===== src/core/asp_pkg.sv =====
// Purpose: Shared constants and carrier types for the static memory host port
// Assumes: 200 MHz system clock, slowest speed grade of the memory
// Notes: All pin timing is rounded to whole clock cycles
package asp_pkg;

    // ==========================================================
    // Geometry
    localparam int ADDR_W = 15;
    localparam int DATA_W = 8;
    localparam int DEPTH = 32768;

    // ==========================================================
    // Clock and synchroniser
    localparam int CLK_MHZ = 200;
    localparam int SYNC_STAGES = 2;
    localparam int CNT_W = 6;

    // ==========================================================
    // Pin timing in ns (slowest grade, so both grades are served)
    localparam int T_RC_NS = 120;
    localparam int T_ACC_NS = 120;
    localparam int T_OHZ_NS = 40;
    localparam int T_WC_NS = 120;
    localparam int T_CW_NS = 85;
    localparam int T_AW_NS = 85;
    localparam int T_WP_NS = 80;
    localparam int T_DW_NS = 50;
    localparam int T_WR_NS = 5;

    // Least times round up to whole cycles
    localparam int RC_CYC = (T_RC_NS * CLK_MHZ + 999) / 1000;
    localparam int ACC_CYC = (T_ACC_NS * CLK_MHZ + 999) / 1000;
    localparam int OHZ_CYC = (T_OHZ_NS * CLK_MHZ + 999) / 1000;
    localparam int WC_CYC = (T_WC_NS * CLK_MHZ + 999) / 1000;
    localparam int CW_CYC = (T_CW_NS * CLK_MHZ + 999) / 1000;
    localparam int AW_CYC = (T_AW_NS * CLK_MHZ + 999) / 1000;
    localparam int WP_CYC = (T_WP_NS * CLK_MHZ + 999) / 1000;
    localparam int DW_CYC = (T_DW_NS * CLK_MHZ + 999) / 1000;
    localparam int WR_CYC = (T_WR_NS * CLK_MHZ + 999) / 1000;

    // Strobe low time must meet pulse width, select time and address valid time
    localparam int PULSE_A = (WP_CYC > CW_CYC) ? WP_CYC : CW_CYC;
    localparam int PULSE_B = (PULSE_A > AW_CYC) ? PULSE_A : AW_CYC;
    localparam int PULSE_CYC = (PULSE_B > DW_CYC) ? PULSE_B : DW_CYC;
    // Setup cycle plus pulse plus hold, the rest of the write cycle is recovery
    localparam int WR_USED = 1 + PULSE_CYC + WR_CYC;
    localparam int WR_REST = (WC_CYC > WR_USED) ? (WC_CYC - WR_USED) : 1;
    // Read wait covers access time plus the synchroniser delay
    localparam int RD_WAIT_CYC = ACC_CYC + SYNC_STAGES;
    localparam int RD_REST = (OHZ_CYC > 1) ? OHZ_CYC : 1;

    // Timer load values: a load of N-1 gives N cycles in a state
    localparam logic [CNT_W-1:0] RD_LOAD = CNT_W'(RD_WAIT_CYC - 1);
    localparam logic [CNT_W-1:0] RD_REC_LOAD = CNT_W'(RD_REST - 1);
    localparam logic [CNT_W-1:0] PULSE_LOAD = CNT_W'(PULSE_CYC - 1);
    localparam logic [CNT_W-1:0] HOLD_LOAD = CNT_W'(WR_CYC - 1);
    localparam logic [CNT_W-1:0] WR_REC_LOAD = CNT_W'(WR_REST - 1);

    // ==========================================================
    // Reset values of the pins: standby, nothing driven
    localparam logic [ADDR_W-1:0] ADDR_RST = 15'h0000;
    localparam logic [DATA_W-1:0] DATA_RST = 8'h00;

    // ==========================================================
    // Carrier types
    typedef struct packed {
        logic write;
        logic cs_ctrl;
        logic [ADDR_W-1:0] addr;
        logic [DATA_W-1:0] wdata;
    } asp_req_t;

    typedef struct packed {
        logic [ADDR_W-1:0] address_inputs;
        logic cs_n;
        logic oe_n;
        logic we_n;
        logic [DATA_W-1:0] data_pins;
        logic data_pins_oe;
    } asp_pins_t;

    typedef enum logic [2:0] {
        ST_IDLE,
        ST_RD_WAIT,
        ST_WR_SETUP,
        ST_WR_PULSE,
        ST_WR_HOLD,
        ST_RECOV
    } asp_state_t;

endpackage : asp_pkg


===== src/core/asp_host.sv =====
// Purpose: Host controller that runs reads and writes on a 32K x 8 static memory
// Assumes: Memory pins wired directly, data pins resolved outside from data_pins_oe
// Notes: One access at a time; chip select rests high between accesses
//
// Contract
// RULE_01 - Memory holds 32768 bytes, 15-bit address
// RULE_02 - Memory static, host gives no refresh
// RULE_03 - Select and output enable low reads
// RULE_04 - Both enables high floats data pins
// RULE_05 - Select and write low writes, pins input
// RULE_06 - Select held low, write strobe pulsed
// RULE_07 - Select and write strobe pulsed together
// RULE_08 - Byte captured at ending rising edge
// RULE_09 - Memory never drives with select high
// RULE_10 - Select high puts memory in standby
// RULE_11 - Write strobe high during whole read
// RULE_12 - Select-ended write keeps memory outputs floating
// RULE_13 - Strobe-ended write floats with output enable high
`timescale 1ns/1ps
module asp_host (
    input wire logic clk_i,
    input wire logic sys_rst_i,
    input wire logic req_valid_i,
    output logic req_ready_o,
    input wire asp_pkg::asp_req_t req_i,
    output logic rsp_valid_o,
    output logic rsp_write_o,
    output logic [asp_pkg::DATA_W-1:0] rsp_rdata_o,
    output asp_pkg::asp_pins_t sram_o,
    input wire logic [asp_pkg::DATA_W-1:0] sram_data_pins_i
);
    import asp_pkg::*;

    // ==========================================================
    // Data pin synchroniser
    // The memory answers with no clock, so its byte is foreign to clk_i
    logic [DATA_W-1:0] dq_meta_r;
    logic [DATA_W-1:0] dq_sync_r;

    always_ff @(posedge clk_i or posedge sys_rst_i) begin
        if (sys_rst_i) begin
            dq_meta_r <= DATA_RST;
            dq_sync_r <= DATA_RST;
        end else begin
            dq_meta_r <= sram_data_pins_i;
            dq_sync_r <= dq_meta_r;
        end
    end

    // ==========================================================
    // Phase timer
    logic tmr_load;
    logic [CNT_W-1:0] tmr_val;
    logic tmr_done;

    asp_timer u_timer (
        .clk_i(clk_i),
        .sys_rst_i(sys_rst_i),
        .load_i(tmr_load),
        .load_val_i(tmr_val),
        .done_o(tmr_done)
    );

    // ==========================================================
    // Access sequencer state
    asp_state_t state_r;
    asp_state_t state_nxt;
    asp_pins_t pins_r;
    asp_pins_t pins_nxt;
    logic cs_ctrl_r;
    logic cs_ctrl_nxt;
    logic [DATA_W-1:0] rdata_r;
    logic [DATA_W-1:0] rdata_nxt;
    logic rsp_valid_r;
    logic rsp_valid_nxt;
    logic rsp_write_r;
    logic rsp_write_nxt;

    // Standby pin levels: select high, no strobes, bus released
    function automatic asp_pins_t standby_pins(input logic [ADDR_W-1:0] addr);
        asp_pins_t p;
        p.address_inputs = addr;
        p.cs_n = 1'b1;
        p.oe_n = 1'b1;
        p.we_n = 1'b1;
        p.data_pins = DATA_RST;
        p.data_pins_oe = 1'b0;
        return p;
    endfunction : standby_pins

    assign req_ready_o = (state_r == ST_IDLE);

    always_comb begin
        state_nxt = state_r;
        pins_nxt = pins_r;
        cs_ctrl_nxt = cs_ctrl_r;
        rdata_nxt = rdata_r;
        rsp_valid_nxt = 1'b0;
        rsp_write_nxt = rsp_write_r;
        tmr_load = 1'b0;
        tmr_val = '0;
        case (state_r)
            ST_IDLE: begin
                // Select stays high while idle, so the memory rests in standby
                pins_nxt = standby_pins(pins_r.address_inputs); // RULE_10
                if (req_valid_i) begin
                    // Full 15-bit address reaches every word of the array
                    pins_nxt.address_inputs = req_i.addr; // RULE_01
                    cs_ctrl_nxt = req_i.cs_ctrl;
                    if (req_i.write) begin
                        // Address settles one cycle before the write strobe falls
                        pins_nxt.data_pins = req_i.wdata;
                        pins_nxt.data_pins_oe = 1'b1;
                        // Strobe-ended write: select goes low ahead of the pulse
                        pins_nxt.cs_n = req_i.cs_ctrl; // RULE_06
                        state_nxt = ST_WR_SETUP;
                    end else begin
                        pins_nxt.cs_n = 1'b0; // RULE_03
                        pins_nxt.oe_n = 1'b0; // RULE_03
                        pins_nxt.we_n = 1'b1; // RULE_11
                        tmr_load = 1'b1;
                        tmr_val = RD_LOAD;
                        state_nxt = ST_RD_WAIT;
                    end
                end
            end
            ST_RD_WAIT: begin
                // Write strobe held high for the full read
                pins_nxt.we_n = 1'b1; // RULE_11
                if (tmr_done) begin
                    rdata_nxt = dq_sync_r;
                    rsp_valid_nxt = 1'b1;
                    rsp_write_nxt = 1'b0;
                    // Raising select and output enable makes the memory float
                    pins_nxt.cs_n = 1'b1; // RULE_09
                    pins_nxt.oe_n = 1'b1; // RULE_09
                    // Wait out the output float time before anyone drives
                    tmr_load = 1'b1;
                    tmr_val = RD_REC_LOAD;
                    state_nxt = ST_RECOV;
                end
            end
            ST_WR_SETUP: begin
                // Output enable held high, so the memory cannot fight the host
                pins_nxt.oe_n = 1'b1; // RULE_13
                pins_nxt.we_n = 1'b0; // RULE_05
                // Combined write: select falls together with the strobe
                pins_nxt.cs_n = 1'b0; // RULE_07
                tmr_load = 1'b1;
                tmr_val = PULSE_LOAD;
                state_nxt = ST_WR_PULSE;
            end
            ST_WR_PULSE: begin
                if (tmr_done) begin
                    // The rising edge that ends the write latches the byte
                    pins_nxt.we_n = 1'b1; // RULE_08
                    pins_nxt.cs_n = ~cs_ctrl_r ? 1'b0 : 1'b1; // RULE_08
                    tmr_load = 1'b1;
                    tmr_val = HOLD_LOAD;
                    state_nxt = ST_WR_HOLD;
                end
            end
            ST_WR_HOLD: begin
                // Address and data held past the ending edge for hold time
                if (tmr_done) begin
                    pins_nxt = standby_pins(pins_r.address_inputs); // RULE_10
                    rsp_valid_nxt = 1'b1;
                    rsp_write_nxt = 1'b1;
                    tmr_load = 1'b1;
                    tmr_val = WR_REC_LOAD;
                    state_nxt = ST_RECOV;
                end
            end
            ST_RECOV: begin
                // Pads a write out to the minimum cycle time; after a read, waits out the output float time
                if (tmr_done) begin
                    state_nxt = ST_IDLE;
                end
            end
            default: begin
                pins_nxt = standby_pins(ADDR_RST);
                state_nxt = ST_IDLE;
            end
        endcase
    end

    // ==========================================================
    // Registers
    // No refresh or keep-alive traffic: idle means the memory is left alone
    always_ff @(posedge clk_i or posedge sys_rst_i) begin // RULE_02
        if (sys_rst_i) begin
            state_r <= ST_IDLE;
            pins_r <= standby_pins(ADDR_RST);
            cs_ctrl_r <= 1'b0;
            rdata_r <= DATA_RST;
            rsp_valid_r <= 1'b0;
            rsp_write_r <= 1'b0;
        end else begin
            state_r <= state_nxt;
            pins_r <= pins_nxt;
            cs_ctrl_r <= cs_ctrl_nxt;
            rdata_r <= rdata_nxt;
            rsp_valid_r <= rsp_valid_nxt;
            rsp_write_r <= rsp_write_nxt;
        end
    end

    // ==========================================================
    // Outputs
    // The host drives data only with output enable high, never during a read
    assign sram_o = pins_r; // RULE_04
    assign rsp_valid_o = rsp_valid_r;
    assign rsp_write_o = rsp_write_r;
    assign rsp_rdata_o = rdata_r;

endmodule : asp_host


===== src/core/asp_timer.sv =====
// Purpose: Down counter that paces each phase of a memory access
// Assumes: Loaded in the cycle a phase is entered
// Notes: done_o is high while the count stands at zero
`timescale 1ns/1ps
module asp_timer (
    input wire logic clk_i,
    input wire logic sys_rst_i,
    input wire logic load_i,
    input wire logic [asp_pkg::CNT_W-1:0] load_val_i,
    output logic done_o
);
    import asp_pkg::*;

    // ==========================================================
    // Counter
    logic [CNT_W-1:0] cnt_r;
    logic [CNT_W-1:0] cnt_nxt;

    always_comb begin
        cnt_nxt = cnt_r;
        if (load_i) begin
            cnt_nxt = load_val_i;
        end else if (cnt_r != '0) begin
            cnt_nxt = cnt_r - CNT_W'(1);
        end
    end

    always_ff @(posedge clk_i or posedge sys_rst_i) begin
        if (sys_rst_i) begin
            cnt_r <= '0;
        end else begin
            cnt_r <= cnt_nxt;
        end
    end

    assign done_o = (cnt_r == '0);

endmodule : asp_timer


===== config.mk =====
export PLATFORM = sky130hd
export DESIGN_NAME = asp_host
export DESIGN_NICKNAME = d
export VERILOG_FILES = /design/src/core/asp_pkg.sv /design/src/core/asp_host.sv /design/src/core/asp_timer.sv
export SDC_FILE = /design/constraint.sdc
export NUM_CORES = 1
export LEC_CHECK = 0
export ABC_AREA = 0
export ABC_CLOCK_PERIOD_IN_PS = 3200
export BUFFER_PORTS_ARGS = -buffer_cell sky130_fd_sc_hd__clkbuf_2
export CAP_MARGIN = 20
export CORE_MARGIN = 2
export CORE_UTILIZATION = 40
export CTS_BUF_LIST = sky130_fd_sc_hd__clkbuf_16
export DETAILED_ROUTE_END_ITERATION = 10
export HOLD_SLACK_MARGIN = 0.03
export PLACE_DENSITY = 0.61
export SYNTH_ARGS = -nofsm -noshare
export SYNTH_HDL_FRONTEND = slang
export SYNTH_HIERARCHICAL = 1
export SYNTH_SLANG_ARGS = --single-unit

===== constraint.sdc =====
create_clock -name clk_i -period 3.2 [get_ports clk_i]
set_clock_uncertainty 0.15 [all_clocks]
set_input_delay 0.64 -clock clk_i [delete_from_list [all_inputs] [get_ports clk_i]]
set_output_delay 0.64 -clock clk_i [all_outputs]
set_load 0.01 [all_outputs]

## After elaboration in Yosys (flattened, before gate mapping)

Cells that the tools add are included.

- Word-level logic and storage cells: 82
- Bits in registers: 63
- Input port bits: 36
- Output and inout port bits: 38

- Equal/unequal tests: 11
- Bitwise logic cells: 4
- Reductions and logical operators: 18
- Multiplexer cells: 34
- $add $sub $neg: 1

Operator list:

| cell | count |
|---|---|
| case mux 15 bit (3 select lines) | 1 |
| two-way mux 27 bit | 1 |
| case mux 9 bit (3 select lines) | 1 |
| case mux 5 bit (4 select lines) | 1 |
| two-way mux 3 bit | 6 |
| case mux 3 bit (5 select lines) | 1 |
| two-way mux 12 bit | 1 |
| two-way mux 6 bit | 2 |
| AND reduction 3 bit | 4 |
| two-way mux 5 bit | 2 |
| inequality test 2 bit, second input constant | 5 |
| two-way mux 1 bit | 9 |
| two-way mux 9 bit | 1 |
| AND reduction 4 bit | 2 |
| == test 3 x 2 -> 1 bit, second input constant | 2 |
| == test 3 bit, second input constant | 2 |
| logical NOT 6 bit | 1 |
| two-way mux 2 bit | 3 |
| case mux 1 bit (6 select lines) | 1 |
| AND reduction 2 bit | 3 |
| nonzero test 6 bit | 1 |
| subtractor 6 x 1 -> 6 bit, second input constant | 1 |
| case mux 1 bit (5 select lines) | 1 |
| inverter 1 bit | 4 |
| other kinds (10) | 12 |

## Depth between registers and ports, before layout

- Depth after elaboration: 4
- Depth in mapped cells: 10
- Depth with buffers taken out: 9

## By module

Netlist, hierarchy kept.

Modules (own cells, without submodules):

| module | sequential area each (um2) | area an instance (um2) | cells an instance | instances |
|---|---|---|---|---|
| asp_host | 1,430.1 | 2,127.0 | 153 | 1 |
| asp_timer | 150.1 | 381.6 | 40 | 1 |

## Worst setup path before layout

OpenSTA, ideal clock, no wires.

- Path kind: flip-flop to flip-flop
- Start point: register u_timer.cnt_r[2]
- End point: register rdata_r[0], in the netlist rsp_rdata_o[0]
- Stages on the path, launching flop included: 7
- Library setup time: 0.125 ns
- Required time: 2.925 ns
- Period minus slack after synthesis: 2.208 ns
- Arrival: 1.933 ns
- Buffers on the path: 1
- Setup slack: 0.992 ns
- Path through: dfrtp_1 > or3_4 > nor2_2 > buf_2 > nand2_1 > nor3_4 > mux2_2

- Word-level cells in the longest chain between the ends: 2

Ends and longest elaborated chain:

| what | line | RTL |
|---|---|---|
| start, declared | asp_timer.sv:16 | `logic [CNT_W-1:0] cnt_r;` |
| start signal, assigned | asp_timer.sv:32 | `cnt_r <= cnt_nxt;` |
| logical NOT 6 bit | asp_timer.sv:36 | `assign done_o = (cnt_r == '0);` |
| net tmr_done | asp_host.sv:54 | `logic tmr_done;` |
| AND reduction 2 bit (no source line) | - |  |
| end signal, assigned | asp_host.sv:202 | `rdata_r <= rdata_nxt;` |
| end, declared | asp_host.sv:72 | `logic [DATA_W-1:0] rdata_r;` |

The timed path passes the listed nets, and every way through them passes these cells.
A chain may end at the register's enable or synchronous reset.

## Worst setup path after layout

- Start point: register u_timer.cnt_r[2]
- End point: register rdata_r[3], in the netlist rsp_rdata_o[3]

The elaborated chain is that of the path after synthesis.

==> impl_metrics.py <==
metrics = {
    "outcome": {
        "status": "complete, no violations",
    },
    "die": {
        "ios": 74,
        "dieHeight_um": 83.20,
        "core_area_um2": 5991,
        "dieArea_um2": 6921,
        "die_w_um": 83.20,
        "row_count": 28,
        "start_util": 0.4188,
    },
    "synthesis": {
        "syn-num-nets": 231,
        "synth_seq_area_share": 0.6299,
        "ys.flop_type": "dfrtp_1",
        "netlist_area_um2": 2509,
        "yosys.area.top_type": "dfrtp_1",
        "yosysWarnings": 6,
        "synth.area.top_cells": "dfrtp_1 60%, a22o_1 8.7%, mux2_2 3.6%, dfstp_2 3.1%, nand2b_1 1.2%",
        "ys_seq_elements": 63,
        "yosysUniqueCellTypes": 43,
        "async_flop_share": 1.000,
        "postSynthAreaPerCell_um2": 13.00,
        "synth-edff-count": 0,
        "synth_top_area_share": 0.5985,
        "syn_inst": 193,
    },
    "critical_path": {
        "worstPathCellList": "or3_4 -> nor2_2 -> nand2_1 -> nor3_4 -> mux2_2",
        "rr_worst_depth": 5,
        "slowest_stage": "nor3_4",
        "max_stage_delay_ps": 450,
        "cp_data_required_time_ps": 3250,
        "cp-start-kind": "flop",
        "r2r_setup_slack_ps": 630,
        "worst_setup_path_end_kind": "flop",
        "r2r-end": "rsp_rdata_o[3]",
        "arrival_ps": 2620,
        "critPathCapture": "rsp_rdata_o[3]",
        "worstReg2RegStart": "u_timer/cnt_r[2]",
        "crit_type": "flop to flop",
        "worstPathMaxFanout": 12,
        "cp-startpoint": "u_timer/cnt_r[2]",
    },
    "sta": {
        "max_slew_margin": 0.5674,
        "fmax_mhz": 388.7,
        "fin_crit_sh": 0.8040,
        "setup_violations": 0,
        "hold_viol_final": 0,
        "slew_violations": 0,
        "period_minus_slack_ps": 2573,
        "rsz0062_at_grt": "false",
        "hold_ws_ps": 86.49,
        "setup-tns-final_ps": 0,
        "tightest_slew_ps": 648.8,
    },
    "clock_network": {
        "cts_root_buf": "clkbuf_16",
        "clk_pin_slew_ps": 50,
        "cts_setup_buffers": 0,
        "numClockSinks": 63,
        "htreeDepth": 3,
        "cts_resized": 0,
        "cts_buffers": 9,
        "clock_latency_ps": 320,
        "clock_path_buffers": 2,
        "cts_tree": "built",
        "cts_hold_buf": 0,
    },
    "finish": {
        "drive_gt1_frac": 0.4079,
        "regArea_um2": 1580,
        "nFillCells": 499,
        "fin_util": 0.5455,
        "multiInputGateArea_um2": 847.1,
        "diodes": 0,
        "final_nets": 310,
        "area_growth_syn_to_layout_pct": 30.27,
    },
    "grt": {
        "grt_pass1_wl_um": 8631,
        "grt_pass1_vias": 1762,
        "grt_start_max_net_pins": 47,
        "grt.overflow.total": 0,
        "grt_antenna_before_repair": 0,
        "grtUsageTotal": 0.1571,
    },
    "placement": {
        "finalWeightedCongestion": 0.7901,
        "io_buffers": 73,
        "hpwl_um": 3362,
    },
    "drt": {
        "drt-total-wl_um": 5000,
        "post_drt_wl_per_cell_um": 14.20,
        "drc": 0,
        "first_iter_violations": 114,
        "vias": 1759,
        "ant_nets": 0,
        "routed_via_density": 4.997,
        "drtPass1Iterations": 4,
    },
    "pwr": {
        "p_comb_frac": 0.297,
        "pwr-share-seq": 0.393,
        "intPower_mw": 2.214,
        "switching_share": 0.3171,
        "power.density_nw_per_um2": 992.2,
        "irDropWorstVdd_v": 0.0004482,
        "p_clk_frac": 0.311,
        "p_sw_mw": 1.028,
        "p_leak_nw": 1.609,
    },
    "worst_hold_path": {
        "min_path_type": "primary input to asynchronous set/reset pin",
    },
    "flow_run": {
        "maxCapViolCount": 0,
    },
}
==> cells in the mapped netlist, types with 2 or more instances <==
library cell	instances
nand2b_1	5
or2_2	2
nand2_1	8
xnor2_1	3
nor4_1	2
nor2_1	8
buf_6	2
nor3_1	5
nor2_2	2
dfstp_2	3
buf_2	5
and3_1	2
a21oi_1	5
and2_1	2
a31oi_1	2
a22o_1	25
o21ai_0	5
clkbuf_1	2
ha_1	2
o31ai_1	3
mux2_2	8
dfrtp_1	60
a22oi_1	2
inv_1	7
nor2b_1	5
==> through the flow <==
step	cells	cell area (µm²)	worst slack [ps]	total power [mW]
3_3_place_gp	335	2935	715.2	2.229
3_5_place_dp	335	2935	622.3	2.246
4_1_cts	351	3248	611.6	3.275
5_1_grt	352	3268	422.8	3.443
6_report	352	3268	627.3	3.243
2_1_floorplan	193	2509	991.8	1.920
==> cells by family (layout without fill, tap and decap cells) <==
group | Yosys count | in the layout | synth area share
DFF | 63 | 63 | 0.6299
AOI/OAI and AO/OA | 53 | 53 | 0.1656
and+or+nand+nor | 47 | 47 | 0.1142
buffers and inverters | 16 | 100 | 0.03242
muxes | 8 | 8 | 0.03591
xor gates and xnor gates | 3 | 3 | 0.01048
adders and majority gates | 2 | 2 | 0.009973
other | 1 | 1 | 0.001495
==> sequential cells by signal (all words and copies together), names as in the netlist, 3 cells and up <==
name	count
sram_o	27
dq_meta_r	8
dq_sync_r	8
rsp_rdata_o	8
u_timer/cnt_r	6
state_r	3
==> cell type report <==
class / instances / share of cell area
Timing Repair Buffer: 77 / 0.1248
Sequential cell: 63 / 0.4835
Clock inverter: 7 / 0.02680
Multi-Input combinational cell: 114 / 0.2592
Tap cell: 75 / 0.02871
Inverter: 7 / 0.008040
Clock buffer: 9 / 0.06891
==> power by group through the flow <==
stage                     clock, mW  combinational (mW)  sequential [mW]
after floorplan                   0               0.622             1.30
after global placement            0               0.949             1.28
after detailed placement          0               0.966             1.28
after CTS                      1.02               0.976             1.27
after global routing           1.07                1.06             1.31
final                          1.01               0.962             1.27
==> placed cells by master, fill, tap and decap left out, drive strengths merged, types with 6 or more instances in the layout <==
| cell type | n |
|---|---|
| nand2 | 8 |
| inv | 7 |
| nor3 | 6 |
| mux2 | 8 |
| dfrtp | 60 |
| a21oi | 6 |
| o21ai | 6 |
| clkbuf | 82 |
| nor2 | 10 |
| a22o | 25 |
==> worst max-delay path: cells and delay by family, from the launching register on <==
kind / cells / cell delay (ps)
simple gates: 4 / 1480
flops: 1 / 420
mux: 1 / 400
==> metal layers <==
| layer | global-route usage | wire [µm] |
|---|---|---|
| met4 | 0.05365 | 65 |
| met1 | 0.2106 | 2338 |
| met5 | 0 | 0 |
| met2 | 0.2339 | 2329 |
| met3 | 0.06163 | 266 |
==> worst min-delay path by stage <==
stage	endpoint	startpoint	slack, ps
after floorplan	dq_sync_r[0]	dq_meta_r[0]	180
after global placement	dq_sync_r[3]	dq_meta_r[3]	180
after detailed placement	dq_sync_r[0]	dq_meta_r[0]	190
after CTS	u_timer/cnt_r[4]	sys_rst_i	90
after global routing	u_timer/cnt_r[0]	sys_rst_i	110
final	u_timer/cnt_r[3]	sys_rst_i	90
(Power assumes the default switching activity.)
